<file path="src/lcmcr_pkg.sv">
// Purpose: shared constants and types for the led channel mask / config register block
// Assumes: byte-wide registers reached over a two-wire smbus target port
// Notes:   offsets are smbus command codes
package lcmcr_pkg;

	// command codes (register offsets)
	localparam logic [7:0] OFS_PWM_BRIGHT  = 8'h00; // smbus pwm brightness
	localparam logic [7:0] OFS_DC_BRIGHT   = 8'h07; // dc brightness
	localparam logic [7:0] OFS_DRIVER_CFG  = 8'h08; // driver_configuration
	localparam logic [7:0] OFS_CH_ENABLE   = 8'h09; // channel_enable_fault_readout

	// reset values
	localparam logic [7:0] RST_DRIVER_CFG  = 8'hFF;
	localparam logic [7:0] RST_CH_ENABLE   = 8'hFF;
	localparam logic [7:0] RST_DC_BRIGHT   = 8'hFF;
	localparam logic [7:0] RST_PWM_BRIGHT  = 8'hFF; // plain default
	localparam logic [7:0] RST_ZERO_BYTE   = 8'h00;

	// field layout of driver_configuration
	localparam int unsigned SHORT_SEL_LSB  = 0; // short_threshold_select[1:0]
	localparam int unsigned FREQ_SEL_BIT   = 2; // switch_freq_select
	localparam logic [1:0]  SHORT_SEL_HIGH = 2'h3; // about 8 V
	localparam logic [1:0]  SHORT_SEL_LOW  = 2'h0; // about 3.1 V

	// bit counter limits
	localparam logic [2:0]  BIT_LAST       = 3'h7;
	localparam logic [2:0]  BIT_FIRST      = 3'h0;
	localparam int unsigned BYTE_MSB       = 7;
	localparam int unsigned ADDR_LSB       = 1;

	// short detection mode
	typedef enum logic [1:0] {
		LCMCR_SHORT_OFF,
		LCMCR_SHORT_LOW,
		LCMCR_SHORT_HIGH
	} lcmcr_short_t;

	// smbus target sequencer
	typedef enum logic [3:0] {
		LCMCR_IDLE,
		LCMCR_ADDR,
		LCMCR_ADDR_ACK,
		LCMCR_CMD,
		LCMCR_CMD_ACK,
		LCMCR_WDATA,
		LCMCR_WDATA_ACK,
		LCMCR_RDATA,
		LCMCR_RD_ACK
	} lcmcr_fsm_t;

	// drive bundle to the analog channel / boost section
	typedef struct packed {
		logic [7:0]   ch_on;      // channel current source on
		lcmcr_short_t short_mode; // short detection threshold
		logic         freq_high;  // 1: 1200 kHz, 0: 600 kHz
		logic [15:0]  dim_level;  // {dc, pwm} combined dimming
	} lcmcr_drive_t;

endpackage

</file>
<file path="src/lcmcr_regs.sv">
// Purpose: smbus register logic for the configuration and channel mask registers
// Assumes: scl/sda and fault inputs are asynchronous; host uses write/read byte
// Notes:   open-drain sda: sda_oe_o high pulls the line low
// Operation
// - mask bit n governs channel n
// - writing one enables, zero keeps disabled
// - disabled or faulted channels read as zero
// - clear-then-set retries only that channel
// - mask resets to all ones
// - threshold field selects 8 V or 3.1 V
// - config bit two selects 1200/600 kHz
// - pwm and dc combine into 16 bits
// - fixed target address, no strap option
// - a threshold setting disables short detection
// - configuration resets to all ones
`timescale 1ns/1ps
`default_nettype none
module lcmcr_regs
	import lcmcr_pkg::*;
#(
	parameter logic [6:0] TARGET_ADDR = 7'h2C // fixed address, plain default
)(
	input  wire logic         sys_clk_i,  // 40 MHz system clock
	input  wire logic         reset_n_i,  // async active-low reset
	input  wire logic         clk_en_i,   // freezes all state when low
	input  wire logic         scl_i,      // smbus clock pin
	input  wire logic         sda_i,      // smbus data pin level
	output var  logic         sda_o,      // sda output value, always low
	output var  logic         sda_oe_o,   // pull sda low
	input  wire logic [7:0]   ch_fault_i, // per-channel fault level from analog
	output var  lcmcr_drive_t drive_o     // settings to the analog section
);

	// whole module state
	typedef struct packed {
		logic [2:0]   scl_p;  // scl synchroniser
		logic [2:0]   sda_p;  // sda synchroniser
		logic         scl_f;  // filtered scl
		logic         sda_f;  // filtered sda
		logic [7:0]   flt_p1; // fault synchroniser stage 1
		logic [7:0]   flt_p2; // stage 2
		logic [7:0]   flt_p3; // stage 3
		logic [7:0]   flt_f;  // filtered fault level
		lcmcr_fsm_t   fsm;    // bus sequencer
		logic [2:0]   bcnt;   // bit counter
		logic [7:0]   shreg;  // shift register
		logic [7:0]   cmd;    // command pointer
		logic         rw;     // 1: read transfer
		logic         step;   // ack phase / first read bit marker
		logic         oe;     // sda pull-down
		logic         sdo;    // sda output value
		logic [7:0]   cfg;    // driver_configuration
		logic [7:0]   en;     // stored enable bits
		logic [7:0]   flt;    // latched fault flags
		logic [7:0]   pwm;    // pwm brightness
		logic [7:0]   dc;     // dc brightness
		lcmcr_drive_t drv;    // registered drive bundle
	} lcmcr_state_t;

	// reset image, constants only
	localparam lcmcr_state_t RST_STATE = '{
		scl_p: 3'h7, sda_p: 3'h7, scl_f: 1'b1, sda_f: 1'b1,
		flt_p1: RST_ZERO_BYTE, flt_p2: RST_ZERO_BYTE,
		flt_p3: RST_ZERO_BYTE, flt_f: RST_ZERO_BYTE,
		fsm: LCMCR_IDLE, bcnt: BIT_FIRST, shreg: RST_ZERO_BYTE,
		cmd: RST_ZERO_BYTE, rw: 1'b0, step: 1'b0, oe: 1'b0, sdo: 1'b0,
		cfg: RST_DRIVER_CFG,
		en: RST_CH_ENABLE,
		flt: RST_ZERO_BYTE, pwm: RST_PWM_BRIGHT, dc: RST_DC_BRIGHT,
		drv: '{ch_on: RST_CH_ENABLE, short_mode: LCMCR_SHORT_HIGH,
			freq_high: 1'b1, dim_level: {RST_DC_BRIGHT, RST_PWM_BRIGHT}}
	};

	lcmcr_state_t state_r;   // registered state
	lcmcr_state_t state_nxt; // next state

	// threshold field decode; mixed codes turn detection off
	function automatic lcmcr_short_t short_decode(input logic [7:0] cfg);
		logic [1:0] sel;
		sel = cfg[SHORT_SEL_LSB +: 2];
		if (sel == SHORT_SEL_HIGH)
			return LCMCR_SHORT_HIGH;
		else if (sel == SHORT_SEL_LOW)
			return LCMCR_SHORT_LOW;
		else
			return LCMCR_SHORT_OFF;
	endfunction

	// filtered level follows only when stages two and three agree
	function automatic logic agree(input logic s2, input logic s3, input logic cur);
		return (s2 == s3) ? s2 : cur;
	endfunction

	// register read mux; unmapped codes read zero
	function automatic logic [7:0] read_mux(input lcmcr_state_t s);
		case (s.cmd)
			OFS_PWM_BRIGHT: return s.pwm;
			OFS_DC_BRIGHT:  return s.dc;
			OFS_DRIVER_CFG: return s.cfg;
			OFS_CH_ENABLE:  return s.en & ~s.flt;
			default:        return RST_ZERO_BYTE;
		endcase
	endfunction

	// next-state logic
	always_comb
	begin
		logic       scl_n;     // new filtered scl
		logic       sda_n;     // new filtered sda
		logic       rise;      // scl rising
		logic       fall;      // scl falling
		logic       start;     // start or repeated start
		logic       stop;      // stop condition
		logic [7:0] byte_in;   // byte completed on this edge
		logic       wr_mask;   // host writes channel mask
		logic [7:0] wr_data;   // data of that write
		logic [7:0] clr;       // fault flags to clear
		logic [7:0] evt;       // new fault events
		logic [7:0] rd_byte;   // register under the command pointer
		state_nxt = state_r;
		wr_mask   = 1'b0;
		wr_data   = RST_ZERO_BYTE;
		// locals start defined so no path leaves a latch
		scl_n     = state_r.scl_f;
		sda_n     = state_r.sda_f;
		rise      = 1'b0;
		fall      = 1'b0;
		start     = 1'b0;
		stop      = 1'b0;
		byte_in   = RST_ZERO_BYTE;
		clr       = RST_ZERO_BYTE;
		evt       = RST_ZERO_BYTE;
		// a function result cannot be bit-selected, so hold it here
		rd_byte   = read_mux(state_r);

		// synchronisers: stage one feeds stage two only
		state_nxt.scl_p  = {state_r.scl_p[1:0], scl_i};
		state_nxt.sda_p  = {state_r.sda_p[1:0], sda_i};
		scl_n = agree(state_r.scl_p[1], state_r.scl_p[2], state_r.scl_f);
		sda_n = agree(state_r.sda_p[1], state_r.sda_p[2], state_r.sda_f);
		state_nxt.scl_f  = scl_n;
		state_nxt.sda_f  = sda_n;
		state_nxt.flt_p1 = ch_fault_i;
		state_nxt.flt_p2 = state_r.flt_p1;
		state_nxt.flt_p3 = state_r.flt_p2;
		for (int i = 0; i < 8; i++)
			state_nxt.flt_f[i] = agree(state_r.flt_p2[i], state_r.flt_p3[i],
				state_r.flt_f[i]);

		rise    = ~state_r.scl_f & scl_n;
		fall    = state_r.scl_f & ~scl_n;
		start   = state_r.scl_f & scl_n & state_r.sda_f & ~sda_n;
		stop    = state_r.scl_f & scl_n & ~state_r.sda_f & sda_n;
		byte_in = {state_r.shreg[BYTE_MSB-1:0], sda_n};

		// bus sequencer; start and stop override any phase
		if (start)
		begin
			state_nxt.fsm  = LCMCR_ADDR;
			state_nxt.bcnt = BIT_FIRST;
			state_nxt.step = 1'b0;
			state_nxt.oe   = 1'b0;
		end
		else if (stop)
		begin
			state_nxt.fsm = LCMCR_IDLE;
			state_nxt.oe  = 1'b0;
		end
		else if (rise)
		begin
			case (state_r.fsm)
				LCMCR_ADDR, LCMCR_CMD, LCMCR_WDATA:
				begin
					// sample one bit, msb first
					state_nxt.shreg = byte_in;
					state_nxt.bcnt  = state_r.bcnt + 3'h1;
					if (state_r.bcnt == BIT_LAST)
					begin
						state_nxt.step = 1'b0;
						case (state_r.fsm)
							LCMCR_ADDR:
							begin
								// only the one fixed address is answered
								if (byte_in[BYTE_MSB:ADDR_LSB] == TARGET_ADDR)
								begin
									state_nxt.rw  = byte_in[0];
									state_nxt.fsm = LCMCR_ADDR_ACK;
								end
								else
									state_nxt.fsm = LCMCR_IDLE;
							end
							LCMCR_CMD:
							begin
								state_nxt.cmd = byte_in;
								state_nxt.fsm = LCMCR_CMD_ACK;
							end
							default:
							begin
								// register write
								state_nxt.fsm = LCMCR_WDATA_ACK;
								case (state_r.cmd)
									OFS_PWM_BRIGHT: state_nxt.pwm = byte_in;
									OFS_DC_BRIGHT:  state_nxt.dc  = byte_in;
									OFS_DRIVER_CFG: state_nxt.cfg = byte_in;
									OFS_CH_ENABLE:
									begin
										wr_mask = 1'b1;
										wr_data = byte_in;
									end
									default: ; // unmapped write ignored
								endcase
							end
						endcase
					end
				end
				LCMCR_RDATA:
				begin
					// host samples the bit we drive
					state_nxt.bcnt = state_r.bcnt + 3'h1;
					if (state_r.bcnt == BIT_LAST)
						state_nxt.fsm = LCMCR_RD_ACK;
				end
				LCMCR_RD_ACK:
				begin
					// host ack asks for another byte, nack ends
					if (sda_n)
						state_nxt.fsm = LCMCR_IDLE;
					else
					begin
						state_nxt.fsm   = LCMCR_RDATA;
						state_nxt.bcnt  = BIT_FIRST;
						state_nxt.shreg = read_mux(state_r);
						state_nxt.step  = 1'b1;
					end
				end
				default: ;
			endcase
		end
		else if (fall)
		begin
			case (state_r.fsm)
				LCMCR_ADDR_ACK, LCMCR_CMD_ACK, LCMCR_WDATA_ACK:
				begin
					if (!state_r.step)
					begin
						// first fall: pull sda low for ack
						state_nxt.step = 1'b1;
						state_nxt.oe   = 1'b1;
					end
					else
					begin
						// second fall: release and move on
						state_nxt.step = 1'b0;
						state_nxt.oe   = 1'b0;
						state_nxt.bcnt = BIT_FIRST;
						case (state_r.fsm)
							LCMCR_ADDR_ACK:
							begin
								if (state_r.rw)
								begin
									state_nxt.fsm   = LCMCR_RDATA;
									state_nxt.shreg = rd_byte;
									state_nxt.oe    = ~rd_byte[BYTE_MSB];
								end
								else
									state_nxt.fsm = LCMCR_CMD;
							end
							LCMCR_CMD_ACK: state_nxt.fsm = LCMCR_WDATA;
							default:       state_nxt.fsm = LCMCR_IDLE; // one byte per write
						endcase
					end
				end
				LCMCR_RDATA:
				begin
					// put next bit on the line; first bit after a host ack unshifted
					if (state_r.step)
					begin
						state_nxt.step = 1'b0;
						state_nxt.oe   = ~state_r.shreg[BYTE_MSB];
					end
					else
					begin
						state_nxt.shreg = {state_r.shreg[BYTE_MSB-1:0], 1'b0};
						state_nxt.oe    = ~state_r.shreg[BYTE_MSB-1];
					end
				end
				LCMCR_RD_ACK: state_nxt.oe = 1'b0; // let host drive its ack
				default: ;
			endcase
		end

		// channel mask: bit n is channel n
		if (wr_mask)
			state_nxt.en = wr_data;
		// a zero write clears the fault, so clear-then-set retries that
		// channel alone; a fault in the same cycle as the clear still sets
		clr = wr_mask ? ~wr_data : RST_ZERO_BYTE;
		evt = state_r.flt_f & state_r.en;
		state_nxt.flt = (state_r.flt & ~clr) | evt;

		// registered drive bundle
		state_nxt.drv.ch_on      = state_nxt.en & ~state_nxt.flt;
		state_nxt.drv.short_mode = short_decode(state_nxt.cfg);
		state_nxt.drv.freq_high  = state_nxt.cfg[FREQ_SEL_BIT];
		state_nxt.drv.dim_level  = {state_nxt.dc, state_nxt.pwm};
		state_nxt.sdo            = 1'b0;
	end

	// state register with async reset and clock enable
	always_ff @(posedge sys_clk_i or negedge reset_n_i)
	begin
		if (!reset_n_i)
			state_r <= RST_STATE;
		else if (clk_en_i)
			state_r <= state_nxt;
	end

	// outputs straight from flops
	assign sda_o    = state_r.sdo;
	assign sda_oe_o = state_r.oe;
	assign drive_o  = state_r.drv;

endmodule
`default_nettype wire

</file>
<file path="config.mk">
export PLATFORM = sky130hd
export DESIGN_NAME = lcmcr_regs
export DESIGN_NICKNAME = d
export VERILOG_FILES = /design/src/lcmcr_pkg.sv /design/src/lcmcr_regs.sv
export SDC_FILE = /design/constraint.sdc
export NUM_CORES = 1
export LEC_CHECK = 0
export BUFFER_PORTS_ARGS = -buffer_cell sky130_fd_sc_hd__buf_4
export CAP_MARGIN = 0
export CORE_MARGIN = 2
export CORE_UTILIZATION = 45
export DETAILED_ROUTE_END_ITERATION = 10
export GPL_TIMING_DRIVEN = 0
export PLACE_DENSITY = 0.64
export REMOVE_ABC_BUFFERS = 1
export SYNTH_ARGS = -nofsm -noshare
export SYNTH_HDL_FRONTEND = slang
export SYNTH_SLANG_ARGS = --single-unit
export TNS_END_PERCENT = 30
</file>
<file path="constraint.sdc">
create_clock -name sys_clk_i -period 2.74 [get_ports sys_clk_i]
set_input_delay 0.548 -clock sys_clk_i [delete_from_list [all_inputs] [get_ports sys_clk_i]]
set_output_delay 0.548 -clock sys_clk_i [all_outputs]
set_load 0.005 [all_outputs]
</file>
==> impl_results.md <==
- Buf+Inv Stages, Crit Path: 1
- Pwr dens: 685 nW/µm²
- Fill count: 1128
- Static leakage: 2.93 nW
- Synth area leaders: dfrtp_1 28%, dfstp_2 21%, mux2_2 14%
- Layout cells sized above 1: 42.5%
- Worst-path clk slew: 50 ps
- GRT overflow: 0
- Drt pass-1 iters: 5
- Clock Skew: 5.37 ps
- Global-route wire length before repair: 22000 µm
- Most frequent cells in the layout: 78 x mux2_2, 67 x dfrtp_1, 51 x buf_4
- Site row count: 42
- Core footprint: 13200 µm²
- CTS tree: yes
- Critical Path RT: 3040 ps
- MaxCap Viol Count: 0
- Layout area overhead: 15.3%
- Hpwl dp: 8420 µm
- Arrival time at the worst endpoint: 2970 ps
- Worst path top cell family by delay: simple AND/OR/NAND/NOR gates
- Final min period: 2660 ps
- Slew HR: 11.7%
- IO Count: 42
- Vias: 4175
- Synth Area per Inst: 11.4 µm²
- I/O Buffers: 40
- RSZ-0062 raised after global routing: true
- Clk sinks: 116
- Ys flop type: dfrtp_1
- Fin worst setup slack: 75.6 ps
- FMAX: 375 MHz
- Hold Crit Class: input port to async pin
- Detail Route Antenna Nets: 0
- Largest net degree at the start of global routing: 67
- Peak VDD IR: 566 µV
- Sequential share of the synthesized area: 48.8%
- CP Cell Sequence: maj3_1 -> ha_2 -> and4bb_2 -> nor2_4 -> nand2_4 -> nor4b_4 -> buf_6 -> mux2_2
- Synth cell types: 68
- Synth area leader: dfrtp_1
- Vias in the first global route: 4326
- Layout Nets: 565
- Pins Over Slew Limit: 0
- Flops & latches, synth: 116
- Crit-path max cell delay: 440 ps
- DRC: 0
- Crit start category: flop
- Die X: 120 µm
- CTS root buf: clkbuf_16
- Kind of critical path: flop to flop
- Final Hold Slack: 190 ps
- Clock Tree Buf Depth: 2
- H-Tree Depth: 4
- Post-synth EDFFs: 0
- Outcome: finished, final reports clean
- Async set or reset register ratio after synthesis: 100%
- Wire length per cell: 18.2 µm
- Worst slack, placed: -543 ps
- Post-Syn Instances: 534
- N_diodes: 0
- Placer Congestion: 0.835
- Clk_lat worst skew: 420 ps
- Via/cell ratio: 5.67
- Starting Density: 46.0%
- Period Utilization, post-route: 97.2%
- Die area: 14400 µm²
- Setup-failing EPs final: 0
- CP Max Fanout: 8
- Placed Area: 6250 µm²
- Critical path endpoint category: flop
- Initial antenna violation count: 0
- Slowest-stage cell, CP: maj3_1
- Design Power: 0.00480 W
- Synthesized area: 6070 µm²
- Worst-Margin Slew: 1310 ps
- CTS Buf Count: 17
- Fin area: 7000 µm²
- Drt initial violations: 276
- GRT Overall Usage: 19.8%
- Post-synth top area share: 27.6%
- Yosys warns: 0
- Total Routed Length: 13400 µm
- Commonest non-fill, non-tap cell in the layout: mux2_2
- Die Y: 120 µm
- Hold Vio Cnt, Final: 0
==> flip-flops by register name, indices dropped and copies added (netlist names) <==
signal / flops
state_r: 84
state_nxt: 20
drive_o: 11
sda_oe_o: 1
==> cells by family (layout without fill, tap and decap cells) <==
logic type,count (synthesis),in the layout,share of synthesized area [%]
buffers and inverters,78,104,7.09
adder cells (fa/ha/maj),8,8,1.52
multiplexers,88,88,16.3
other,1,1,0.0618
AO/OA/AOI/OAI,124,124,13.5
AND/OR/NAND/NOR,119,119,12.8
flip-flops,116,116,48.8
==> report_power, final <==
group | internal (W) | leakage (nW) | switching, W
sequential | 0.00188 | 1.35 | 0.000133
combinational | 0.000246 | 1.30 | 0.000318
clock | 0.00142 | 0.283 | 0.000798
total | 0.00355 | 2.93 | 0.00125
==> area by class of cell <==
cell class	instances	area, µm²	share of cell area, %
well taps	176	220	3.14
flip-flops and latches	116	2960	42.3
inverters	17	67.6	0.965
multi-input cells	340	2710	38.7
clock inverters	13	159	2.27
repair inverters	1	5.00	0.0715
clock buffers	19	433	6.18
repair buffers	54	442	6.31
==> metal layers <==
| layer | vias to the layer above | share of wire [%] | global-route usage (%) |
|---|---|---|---|
| li1 | 1947 | - | - |
| met1 | 2123 | 45 | 25.3 |
| met2 | 85 | 49 | 31.9 |
| met3 | 20 | 4.2 | 5.37 |
| met4 | 0 | 1.7 | 8.31 |
| met5 | - | 0 | 0 |
==> repair_timing <==
item                       4_1_cts  5_1_grt
setup endpoints to repair       56       40
setup buffers                    5        8
gates resized for setup          5        4
pin swaps                        4        2
gates cloned                     1        0
hold buffers                     0        0
hold endpoints to repair         0        0
==> per-stage QoR <==
| stage | TNS, ps | util (%) | std cells |
|---|---|---|---|
| 4_1_cts | 0 | 52.5 | 728 |
| 2_1_floorplan | 0 | - | 473 |
| 3_5_place_dp | -23090 | 47.4 | 690 |
| 5_1_grt | -68.9 | 53.1 | 736 |
| 3_3_place_gp | -20770 | 47.2 | 689 |
| 6_report | 0 | 53.1 | 736 |
==> cells in the mapped netlist, drive strengths merged (4+ instances only) <==
master,instances
a211oi,5
a21boi,4
a21oi,18
a22o,13
a22oi,6
buf,43
clkbuf,18
dfrtp,67
dfstp,49
ha,5
inv,17
mux2,80
mux2i,8
nand2,42
nand2b,4
nand3,5
nand3b,15
nand4b,4
nor2,15
nor2b,5
nor3,6
o21ai,47
o2bb2ai,7
==> final timing paths <==
path | startpoint | end | slack, ps | cells past startpoint
max reg2reg | state_r[127] | state_r[77] | 80 | 8
min | reset_n_i | state_r[102] | 190 | 1
min in group sys_clk_i | ch_fault_i[1] | state_nxt[111] | 350 | 2
max in group asynchronous | reset_n_i | state_r[66] | 1760 | 2
min reg2reg | drive_o[25] | drive_o[25] | 480 | 1
max | state_r[127] | state_r[77] | 80 | 8
(Power assumes the default switching activity.)
